### src/prim_gate_defs.vh
// constants for the primitive validity gate
// assumes plain verilog-2005 tools with include paths set to this folder
`ifndef PRIM_GATE_DEFS_VH
`define PRIM_GATE_DEFS_VH

// protocol entity states
`define ST_NULL 3'h0
`define ST_PATH_BY_ACCESS 3'h1
`define ST_PATH_BY_EXCH 3'h2
`define ST_PATH_ACTIVE 3'h3
`define ST_OUT_OF_SERVICE 3'h4
`define ST_PORT_BLOCKED 3'h5

// primitive codes
`define PR_PORT_ELECTRICAL_EVENT 4'h0
`define PR_PATH_SETUP_REQ 4'h1
`define PR_SETUP_POSITIVE_REPLY_IND 4'h2
`define PR_INCOMING_SETUP_IND 4'h3
`define PR_SETUP_CONFIRM 4'h4
`define PR_PATH_CLEAR_REQ 4'h5
`define PR_LINE_INFO_ACK_REQ 4'h6
`define PR_APPLY_CONDITION_REQ 4'h7
`define PR_PORT_EVENT_IND 4'h8
`define PR_PARAM_CHANGE_REQ 4'h9
`define PR_CLEAR_COMPLETE_IND 4'hA

// direction codes
`define DIR_TO_ENTITY 1'b0
`define DIR_FROM_ENTITY 1'b1

// error codes
`define ERR_NONE 2'h0
`define ERR_DIRECTION 2'h1
`define ERR_STATE 2'h2
`define ERR_INFO 2'h3

`endif

### src/prim_rule_table.v
// per-primitive validity lookup: direction, allowed states, info need
// assumes combinational use by the gate on the same clock
`timescale 1ns/100ps
`include "prim_gate_defs.vh"
module prim_rule_table (
    input wire [3:0] prim,
    input wire [2:0] state,
    output reg dir_ok_dir,
    output reg state_ok,
    output reg info_must,
    output reg info_never,
    output reg known
);
    always @* begin
        dir_ok_dir = `DIR_TO_ENTITY;
        state_ok = 1'b0;
        info_must = 1'b0;
        info_never = 1'b0;
        known = 1'b1;
        case (prim)
            `PR_PORT_ELECTRICAL_EVENT: begin
                // valid either way, so the caller skips the direction check
                state_ok = (state == `ST_PATH_ACTIVE);
                info_must = 1'b1;
            end
            `PR_PATH_SETUP_REQ: begin
                state_ok = (state == `ST_NULL) || (state == `ST_PATH_BY_ACCESS);
            end
            `PR_SETUP_POSITIVE_REPLY_IND: begin
                dir_ok_dir = `DIR_FROM_ENTITY;
                state_ok = (state == `ST_PATH_BY_EXCH);
            end
            `PR_INCOMING_SETUP_IND: begin
                dir_ok_dir = `DIR_FROM_ENTITY;
                state_ok = (state == `ST_NULL) || (state == `ST_PATH_BY_EXCH);
            end
            `PR_SETUP_CONFIRM: begin
                state_ok = (state == `ST_PATH_BY_EXCH) || (state == `ST_PATH_BY_ACCESS);
            end
            `PR_PATH_CLEAR_REQ: begin
                state_ok = (state == `ST_PATH_BY_ACCESS) || (state == `ST_PATH_BY_EXCH)
                    || (state == `ST_PATH_ACTIVE);
            end
            `PR_LINE_INFO_ACK_REQ: begin
                state_ok = (state == `ST_PATH_BY_ACCESS);
            end
            `PR_APPLY_CONDITION_REQ: begin
                state_ok = (state == `ST_PATH_ACTIVE);
                info_must = 1'b1;
            end
            `PR_PORT_EVENT_IND: begin
                dir_ok_dir = `DIR_FROM_ENTITY;
                state_ok = (state == `ST_PATH_ACTIVE);
                info_must = 1'b1;
            end
            `PR_PARAM_CHANGE_REQ: begin
                state_ok = (state == `ST_PATH_ACTIVE);
                info_must = 1'b1;
            end
            `PR_CLEAR_COMPLETE_IND: begin
                dir_ok_dir = `DIR_FROM_ENTITY;
                state_ok = (state != `ST_OUT_OF_SERVICE) && (state != `ST_PORT_BLOCKED);
                info_never = 1'b1;
            end
            default: begin
                known = 1'b0;
            end
        endcase
    end
endmodule

### src/pstn_primitive_state_gate.v
// primitive validity gate for the telephony signalling protocol entity
// assumes one clock, primitives from same-clock logic, state supplied by the protocol fsm
// Contract
// - access side passes electrical event primitives both ways, always with details
// - access side accepts or emits electrical event only in path active
// - positive setup reply goes to call control only in path by exchange
// - incoming setup reported only in null or path by exchange
// - port event report only in path active, always with description
// - clear complete report carries no info, not out of service or blocked
`timescale 1ns/100ps
`include "prim_gate_defs.vh"
module pstn_primitive_state_gate (
    input wire core_clk,
    input wire nrst,
    input wire access_side,
    input wire [2:0] entity_state,
    input wire in_valid,
    input wire [3:0] in_prim,
    input wire in_dir,
    input wire in_has_info,
    input wire [15:0] in_info,
    output reg out_valid_q,
    output reg [3:0] out_prim_q,
    output reg out_dir_q,
    output reg out_has_info_q,
    output reg [15:0] out_info_q,
    output reg reject_q,
    output reg [1:0] reject_code_q,
    output reg [3:0] reject_prim_q
);
    wire dir_ok_dir;
    wire state_ok;
    wire info_must;
    wire info_never;
    wire known;
    wire [15:0] info_kept;

    reg side_ok;
    reg dir_ok;
    reg info_ok;
    reg accept;
    reg refuse;
    reg [1:0] err_d;

    reg out_valid_d;
    reg [3:0] out_prim_d;
    reg out_dir_d;
    reg out_has_info_d;
    reg [15:0] out_info_d;
    reg reject_d;
    reg [1:0] reject_code_d;
    reg [3:0] reject_prim_d;
    genvar gi;

    ////////////////////////////////////////////////////////////////////////
    // electrical events are the only access-side primitive
    function is_access_prim;
        input [3:0] p;
        begin
            is_access_prim = (p == `PR_PORT_ELECTRICAL_EVENT);
        end
    endfunction

    // each primitive belongs to one side of the interface
    function side_match;
        input [3:0] p;
        input on_access;
        begin
            side_match = (is_access_prim(p) == on_access);
        end
    endfunction

    // electrical events run both ways, every other primitive one way only
    function dir_match;
        input [3:0] p;
        input d;
        input want_d;
        begin
            dir_match = is_access_prim(p) || (d == want_d);
        end
    endfunction

    // needed detail must be there, forbidden detail must not
    function info_match;
        input must;
        input never;
        input has;
        begin
            info_match = (!must || has) && (!never || !has);
        end
    endfunction

    // direction faults outrank state faults, which outrank info faults
    // unknown codes share the direction fault; the code field has only two bits
    function [1:0] first_fault;
        input k;
        input sd;
        input dr;
        input st;
        input inf;
        begin
            if (!k || !sd || !dr) begin
                first_fault = `ERR_DIRECTION;
            end else if (!st) begin
                first_fault = `ERR_STATE;
            end else if (!inf) begin
                first_fault = `ERR_INFO;
            end else begin
                first_fault = `ERR_NONE;
            end
        end
    endfunction

    ////////////////////////////////////////////////////////////////////////
    // clear complete must carry no detail, so each info bit is masked
    generate
        for (gi = 0; gi < 16; gi = gi + 1) begin : g_info_mask
            assign info_kept[gi] = in_info[gi] & ~info_never;
        end
    endgenerate

    ////////////////////////////////////////////////////////////////////////
    prim_rule_table u_table (
        .prim(in_prim),
        .state(entity_state),
        .dir_ok_dir(dir_ok_dir),
        .state_ok(state_ok),
        .info_must(info_must),
        .info_never(info_never),
        .known(known)
    );

    ////////////////////////////////////////////////////////////////////////
    // checks; the gate never writes entity_state, so rejects leave it untouched
    always @* begin
        // electrical event lives on the access side, the rest on exchange side
        side_ok = side_match(in_prim, access_side);
        dir_ok = dir_match(in_prim, in_dir, dir_ok_dir);
    end

    always @* begin
        info_ok = info_match(info_must, info_never, in_has_info);
    end

    always @* begin
        err_d = first_fault(known, side_ok, dir_ok, state_ok, info_ok);
        accept = in_valid && (err_d == `ERR_NONE);
        refuse = in_valid && (err_d != `ERR_NONE);
    end

    ////////////////////////////////////////////////////////////////////////
    // accepted fields hold until the next accept
    always @* begin
        out_valid_d = accept;
        out_prim_d = out_prim_q;
        out_dir_d = out_dir_q;
        out_has_info_d = out_has_info_q;
        out_info_d = out_info_q;
        if (accept) begin
            out_prim_d = in_prim;
            out_dir_d = in_dir;
            out_has_info_d = in_has_info;
            // clear complete never leaks stale detail; other codes copy in_info even with in_has_info low
            out_info_d = info_kept;
        end
    end

    // refusal fields hold until the next refusal
    always @* begin
        reject_d = refuse;
        reject_code_d = reject_code_q;
        reject_prim_d = reject_prim_q;
        if (refuse) begin
            reject_code_d = err_d;
            reject_prim_d = in_prim;
        end
    end

    ////////////////////////////////////////////////////////////////////////
    // one cycle of latency keeps every output on a flop
    always @(posedge core_clk or negedge nrst) begin
        if (!nrst) begin
            out_valid_q <= 1'b0;
            reject_q <= 1'b0;
        end else begin
            out_valid_q <= out_valid_d;
            reject_q <= reject_d;
        end
    end

    // accepted copy, held between accepts
    always @(posedge core_clk or negedge nrst) begin
        if (!nrst) begin
            out_prim_q <= 4'h0;
            out_dir_q <= 1'b0;
            out_has_info_q <= 1'b0;
            out_info_q <= 16'h0000;
        end else begin
            out_prim_q <= out_prim_d;
            out_dir_q <= out_dir_d;
            out_has_info_q <= out_has_info_d;
            out_info_q <= out_info_d;
        end
    end

    // refusal report, held between refusals
    always @(posedge core_clk or negedge nrst) begin
        if (!nrst) begin
            reject_code_q <= 2'h0;
            reject_prim_q <= 4'h0;
        end else begin
            reject_code_q <= reject_code_d;
            reject_prim_q <= reject_prim_d;
        end
    end
endmodule

### config.mk
export PLATFORM = sky130hd
export DESIGN_NAME = pstn_primitive_state_gate
export DESIGN_NICKNAME = d
export VERILOG_FILES = /design/src/prim_rule_table.v /design/src/pstn_primitive_state_gate.v
export VERILOG_INCLUDE_DIRS = /design/src
export SDC_FILE = /design/constraint.sdc
export NUM_CORES = 1
export LEC_CHECK = 0
export BUFFER_PORTS_ARGS = -buffer_cell sky130_fd_sc_hd__buf_4
export CAP_MARGIN = 10
export CORE_MARGIN = 5
export CORE_UTILIZATION = 50
export CTS_CLUSTER_DIAMETER = 60
export DETAILED_ROUTE_END_ITERATION = 8
export GPL_TIMING_DRIVEN = 1
export PLACE_DENSITY = 0.78
export SETUP_SLACK_MARGIN = 0.2
export SYNTH_ARGS = -nofsm -noshare
export SYNTH_HDL_FRONTEND = slang
export SYNTH_SLANG_ARGS = --single-unit
### constraint.sdc
create_clock -name core_clk -period 1.25 [get_ports core_clk]
set_input_delay 0.125 -clock core_clk [delete_from_list [all_inputs] [get_ports core_clk]]
set_output_delay 0.125 -clock core_clk [all_outputs]
set_load 0.02 [all_outputs]
==> summary.md, run 1 <==
| Metric | Value |
|---|---|
| CTS sink cnt | 30 |
| Largest net degree at the start of global routing | 31 |
| Sequential Power Share | about two fifths |
| Post-Syn Area | 1520 µm² |
| Vias in the first global route | 1396 |
| Antenna violations before repair | 0 |
| Critical Path Max Stage Delay | 550 ps |
| Sw Share | 34.2% |
| Crit path DAT | between 1500 and 2000 ps |
| Core area | 2980 µm² |
| Fin nets | 268 |
| Status | finished, violations left |
| Relative slew slack | 69.1% |
| Worst-skew pair later-pin latency | ~330 ps |
| Worst ir drop on vdd | 0.978 mV |
| Final hold violations | 0 |
| Initial DRC count | 50 |
| Worst setup margin | -247 ps |
| Setup Viol. Count Final | 30 |
| Ant. Diodes | 0 |
| Root buf cell | clkbuf_4 |
| CTS Buf Count | 5 |
| Most common cell after layout, fill and taps aside | buf_4 |
| Multi-input gate area | 766 µm² |
| Seq. cell area | 751 µm² |
| Residual DRC count | 0 |
| Initial core utilization | 51.0% |
| Synthesized area per cell | between 10 and 15 µm² |
| WL final | ~4500 µm |
| Critical path cell sequence | buf_8 > and3_4 > o21ai_4 > o31ai_4 > or4_4 > nand3_4 > mux2_4 |
| Layout fillers | 154 |
| Cells after Synth | between 100 and 150 |
| Combinational Power Share | 41.7% |
| Vias/cell | roughly 5.2 |
| Row count | 20 |
| All-layer global routing usage | 21.0% |
| Synth cell types | 36 |
| Maxcap violations | 0 |
| Via Count | 1426 |
| Wire per inst | 16.5 µm |
| Synthesized net count | approximately 170 |
| Post-layout min period | 1500 ps |
| CP Buf/Inv Count | 1 |
| Die area | about 4200 µm² |
| Most frequent cells in the layout | 72 x buf_4, 30 x dfrtp_1, 20 x inv_1 |
| Antenna-violating nets left | 0 |
| Skew final | 0 ps |
| Hold slack | between 30 and 40 ps |
| Port Buffers | a little under 60 |
| First-pass GRT wire length | 6710 µm |
| Overflow after GRT | 0 |
| IO Pins | between 50 and 60 |
| Clk slew on worst S/H paths | 90 ps |
| Leakage Power | 1.32 nW |
| Synth Warn # | 0 |
| Setup crit end kind | flop |
| Worst path top cell family by delay | simple AND/OR/NAND/NOR gates |
| RSZ-0062 raised after global routing | true |
| Internal Power | 2.19 mW |
| Slew @ Worst Pin | 459 ps |
| Hold Path Class | input pin to flop |
| Gpl congestion | approximately 0.84 |
| Pre-CTS setup slack | -730 ps |
| Layout cells sized above 1 | a little under three fifths |
| Critical path class | input pin to flop |
| Layout area overhead | 67.2% |
| Max Freq | 0.668 GHz |
| CP max FO | 7 |
| TritonCTS clock tree | built |
| Deepest clock path buffer count | 2 |
| Drt pass-1 iters | 4 |
| PwrDens | 1310 nW/µm² |
| Startpoint Class | input pin |
| H-Tree Level Count | 2 |
| Clock power share | 18.6% |
| Failing checks | setup timing |
| Post-synthesis sequential area ratio | 49.5% |
| Sw power | 1.14 mW |
| Slowest cell on crit path | or4_4 |
| Die width | roughly 65 µm |
| Seq cells post-synth | 30 |
| Period utilization | 120% |
| Slew Viols, Final | 0 |
| Data required time of the worst path | ~1500 ps |
| Die Height | 65.1 µm |
| Dpl hpwl | 2770 µm |
routing by layer:
layer	share of wire, %	vias up	track usage, %
li1	-	676	-
met1	40	698	25.2
met2	52	43	36.3
met3	5.9	9	5.30
met4	2.0	0	7.77
met5	0	-	0
state kept, by name (all words and copies together), names as in the netlist:
name            flops
out_dir_q           1
out_has_info_q      1
out_info_q         16
out_prim_q          4
out_valid_q         1
reject_code_q       2
reject_prim_q       4
reject_q            1
worst register-to-register path, cell delays in order (launching register included):
cell and delay, ps:
dfrtp_1 410, buf_4 140, mux2_4 250
cell type report:
cell class	instances	share of cell area, %
tap	33	1.63
timing repair inverter	2	0.888
multi-input combinational	83	30.2
clock inverter	1	0.197
inverter	23	3.70
clock buffer	7	2.17
sequential	30	29.6
timing repair buffer	94	31.7
worst paths after layout:
| path | from | endpoint | slack [ps] | cells past startpoint |
|---|---|---|---|---|
| worst max-delay path | in_prim[2] | out_prim_q[3]$_DFFE_PN0P_ | -250 | 7 |
| worst min-delay path | in_info[4] | out_info_q[4]$_DFFE_PN0P_ | 30 | 3 |
| worst max register to register | out_prim_q[1]$_DFFE_PN0P_ | out_prim_q[1]$_DFFE_PN0P_ | 340 | 2 |
| worst min register to register | out_info_q[1]$_DFFE_PN0P_ | out_info_q[1]$_DFFE_PN0P_ | 530 | 2 |
| max in group asynchronous | nrst | out_info_q[10]$_DFFE_PN0P_ | 740 | 2 |
| min in group asynchronous | nrst | out_prim_q[1]$_DFFE_PN0P_ | 240 | 2 |
kinds of logic (layout without fill, tap and decap cells):
group | count (synthesis) | in the layout | share of synthesized area [%]
buffers and inverters | 28 | 127 | 8.57
DFF | 30 | 30 | 49.5
and+or+nand+nor | 40 | 41 | 15.9
AOI/OAI and AO/OA | 15 | 15 | 7.42
muxes | 27 | 27 | 18.6
power groups by stage:
stage	logic [mW]	clock network (mW)	registers, mW
6_report	1.39	0.617	1.32
5_1_grt	1.47	0.683	1.35
4_1_cts	1.18	0.616	1.31
3_5_place_dp	1.13	0	1.33
3_3_place_gp	1.11	0	1.32
2_1_floorplan	0.306	0	1.58
cell usage after synthesis:
library cell	count	area (µm²)
dfrtp_1	30	751
inv_1	22	82.6
nand2_1	19	71.3
mux2i_1	17	170
mux2_2	10	113
buf_2	3	15.0
nor2_1	3	11.3
a2111oi_0	2	17.5
a211oi_1	2	15.0
a21oi_1	2	10.0
nand3b_1	2	15.0
nor3_1	2	10.0
nor4_1	2	12.5
o21ai_2	2	17.5
a211o_1	1	8.76
a21oi_2	1	8.76
a22o_1	1	8.76
a22oi_1	1	7.51
a31oi_1	1	6.26
and2_1	1	6.26
and2b_1	1	7.51
and3_4	1	11.3
and3b_1	1	8.76
and4bb_1	1	12.5
and4bb_2	1	12.5
buf_12	1	20.0
clkbuf_1	1	3.75
inv_6	1	8.76
nand2b_1	1	6.26
nand3_4	1	17.5
nand3b_2	1	11.3
nor3b_1	1	7.51
o21ai_0	1	5.00
o31ai_1	1	7.51
or3b_1	1	8.76
or4_4	1	11.3
through the flow:
stage	total power [mW]	util (%)	cell area [µm²]	TNS [ps]	cells
after floorplan	1.89	-	1570	-11940	140
after global placement	2.43	71.5	2130	-16560	244
after detailed placement	2.46	71.5	2130	-18920	244
after CTS	3.11	78.8	2350	-4120	260
after global routing	3.50	85.2	2540	-6460	273
final	3.32	85.2	2540	-5320	273
what timing repair did:
item / 4_1_cts / 5_1_grt
pin swaps: 8 / 4
hold buffers: 1 / 0
endpoints found under the hold margin: 30 / 0
cloned: 3 / 0
buffers inserted: 4 / 13
gates resized for setup: 26 / 23
setup endpoints to repair: 30 / 46
No activity file was read; power rests on OpenSTA's default activity.
==> run 2: changes to the inputs <==
--- a/config.mk
+++ b/config.mk
@@ -9,11 +9,11 @@
 export BUFFER_PORTS_ARGS = -buffer_cell sky130_fd_sc_hd__buf_4
 export CAP_MARGIN = 10
 export CORE_MARGIN = 5
-export CORE_UTILIZATION = 50
+export CORE_UTILIZATION = 48
 export CTS_CLUSTER_DIAMETER = 60
 export DETAILED_ROUTE_END_ITERATION = 8
 export GPL_TIMING_DRIVEN = 1
-export PLACE_DENSITY = 0.78
+export PLACE_DENSITY = 0.75
 export SETUP_SLACK_MARGIN = 0.2
 export SYNTH_ARGS = -nofsm -noshare
 export SYNTH_HDL_FRONTEND = slang
==> constraint.sdc (replaced) <==
create_clock -name core_clk -period 1.7 [get_ports core_clk]
set_input_delay 0.17 -clock core_clk [delete_from_list [all_inputs] [get_ports core_clk]]
set_output_delay 0.17 -clock core_clk [all_outputs]
set_load 0.01 [all_outputs]
==> summary.md, run 2 (synthesized netlist as in run 1, its figures left out) <==
| Metric | Value |
|---|---|
| Status | completed (was finished, violations left) |
| Drt pass-1 iters | 4 (unchanged) |
| Crit path DAT | 1750 ps (was 1720 ps) |
| TritonCTS clock tree | built (unchanged) |
| Die width | 66.2 µm (was 65.1 µm) |
| Fin cells | 265 (was 273) |
| Wire per inst | 15.3 µm (was 16.5 µm) |
| Initial core utilization | 49.7% (was 51.0%) |
| Worst ir drop on vdd | 0.523 mV (was 0.978 mV) |
| Gpl congestion | 0.833 (was 0.840) |
| Port Buffers | 58 (unchanged) |
| Critical path class | input pin to flop (unchanged) |
| Die Height | 66.2 µm (was 65.1 µm) |
| Setup TNS | 0 ps (was -5320 ps) |
| PwrDens | 895 nW/µm² (was 1310 nW/µm²) |
| Final hold violations | 0 (unchanged) |
| Critical path cell sequence | buf_8 > and2b_2 > nand3b_4 > a21oi_4 > or4_4 > nand3_4 > mux2_4 (was buf_8 > and3_4 > o21ai_4 > o31ai_4 > or4_4 > nand3_4 > mux2_4) |
| CTS sink cnt | 30 (unchanged) |
| CP max FO | 7 (unchanged) |
| H-Tree Level Count | 2 (unchanged) |
| Setup crit end kind | flop (unchanged) |
| Worst-skew pair later-pin latency | 310 ps (was 330 ps) |
| Hold Path Class | input pin to flop (unchanged) |
| Die area | 4390 µm² (was 4240 µm²) |
| Maxcap violations | 0 (unchanged) |
| IO Pins | 59 (unchanged) |
| Setup Viol. Count Final | 0 (was 30) |
| Residual DRC count | 0 (unchanged) |
| Vias/cell | 5.07 (was 5.22) |
| Worst setup margin | 158 ps (was -247 ps) |
| Period utilization | 90.7% |
| Worst path top cell family by delay | simple AND/OR/NAND/NOR gates (unchanged) |
| Ant. Diodes | 0 (unchanged) |
| Most frequent cells in the layout | 69 x buf_4, 30 x dfrtp_1, 21 x inv_1 (was 72 x buf_4, 30 x dfrtp_1, 20 x inv_1) |
| Via Count | 1343 (was 1426) |
| Leakage Power | 1.22 nW (was 1.32 nW) |
| First-pass GRT wire length | 6910 µm (was 6710 µm) |
| Overflow after GRT | 0 (unchanged) |
| Slowest cell on crit path | or4_4 (unchanged) |
| Dpl hpwl | 2740 µm (was 2770 µm) |
| Layout fillers | 207 (was 154) |
| CP Buf/Inv Count | 1 (unchanged) |
| Startpoint Class | input pin (unchanged) |
| Skew final | 0 ps (unchanged) |
| Critical Path Max Stage Delay | 580 ps (was 550 ps) |
| Root buf cell | clkbuf_4 (unchanged) |
| Top reg by flops | out_info_q (unchanged) |
| Slew @ Worst Pin | 434 ps (was 459 ps) |
| Row count | 20 (unchanged) |
| Pre-CTS setup slack | -269 ps (was -730 ps) |
| WL final | 4070 µm (was 4510 µm) |
| Hold slack | 92.5 ps (was 30.6 ps) |
| Most common cell after layout, fill and taps aside | buf_4 (unchanged) |
| Data required time of the worst path | 1910 ps (was 1470 ps) |
| Relative slew slack | 71.0% (was 69.1%) |
| Largest regs | out_info_q (16), out_prim_q (4), reject_prim_q (4) (unchanged) |
| Vias in the first global route | 1451 (was 1396) |
| Placed cells | 253 (was 244) |
| Clk slew on worst S/H paths | 90 ps (about the same) |
| Antenna-violating nets left | 0 (unchanged) |
| Largest net degree at the start of global routing | 31 (unchanged) |
| Core area | 3050 µm² (was 2980 µm²) |
| Layout cells sized above 1 | 53.4% (was 56.3%) |
| Layout area overhead | 55.6% (was 67.2%) |
| Number of flip-flops in the largest register | 16 (unchanged) |
| Slew Viols, Final | 0 (unchanged) |
| RSZ-0062 raised after global routing | true (unchanged) |
| All-layer global routing usage | 21.1% (was 21.0%) |
| Post-layout min period | 1540 ps |
| Deepest clock path buffer count | 2 (unchanged) |
| Antenna violations before repair | 0 (unchanged) |
| Fin nets | 251 (was 268) |
| CTS Buf Count | 5 (unchanged) |
| Max Freq | 0.648 GHz |
| Total power | 2.11 mW (was 3.32 mW) |
| Initial DRC count | 47 (was 50) |
==> run 2: cell types whose count changed in the layout (fill, tap and decap cells not counted), moves of 2 or more <==
| cell | previous run | this run |
|---|---|---|
| buf_6 | 18 | 4 |
| mux2_2 | 0 | 3 |
| a2111oi_1 | 2 | 0 |
| buf_4 | 72 | 69 |
| a2111oi_2 | 0 | 2 |
| inv_8 | 3 | 1 |
| mux2_4 | 10 | 7 |
==> run 2: final timing paths <==
check                                      startpoint                         end  slack [ps]  depth (start not counted)
hold / removal                            in_info[14]  out_info_q[14]$_DFFE_PN0P_          90                          3
setup / recovery                           in_prim[0]   out_prim_q[1]$_DFFE_PN0P_         160                          7
setup reg to reg            out_prim_q[3]$_DFFE_PN0P_   out_prim_q[3]$_DFFE_PN0P_         930                          1
min in group asynchronous                        nrst   out_info_q[9]$_DFFE_PN0P_         300                          2
max in group asynchronous                        nrst       out_dir_q$_DFFE_PN0P_        1120                          2
hold reg to reg            out_info_q[14]$_DFFE_PN0P_  out_info_q[14]$_DFFE_PN0P_         520                          2
==> run 2: where the power goes <==
part / internal [mW] / switching, mW
Sequential: 0.871 / 0.0903
Clock: 0.186 / 0.218
Combinational: 0.422 / 0.327
Total: 1.48 / 0.636
==> run 2: layout make-up <==
| cell class | count | area (µm²) | area share [%] |
|---|---|---|---|
| multi-input cells | 83 | 778 | 32.9 |
| flip-flops and latches | 30 | 751 | 31.8 |
| repair buffers | 77 | 618 | 26.2 |
| inverters | 23 | 93.8 | 3.97 |
| well taps | 44 | 55.1 | 2.33 |
| clock buffers | 6 | 51.3 | 2.17 |
| repair inverters | 2 | 15.0 | 0.636 |
==> run 2: layer usage <==
metal,vias up,routed length [µm],track usage (%)
met2,48,2040,34.9
met3,7,291,6.29
met5,-,0,0
met4,0,91,9.14
li1,641,-,-
met1,647,1640,25.2
==> run 2: repair_timing <==
item / in CTS / in global routing
endpoints found under the hold margin: 30 / 0
setup endpoints to repair: 26 / 26
resized for setup: 25 / 6
pin swaps: 9 / 2
hold buffers: 1 / 0
setup buffers: 2 / 0
cloned: 3 / 0
==> run 2: stage by stage <==
stage / util (%) / cell area [µm²]
2_1_floorplan: - / 1570
3_5_place_dp: 69.7 / 2130
5_1_grt: 77.4 / 2360
4_1_cts: 76.3 / 2330
3_3_place_gp: 69.7 / 2130
6_report: 77.4 / 2360
==> run 2: worst min-delay path, stage by stage <==
cell,delay (ps)
buf_4,100
nand2_1,50
mux2i_1,60
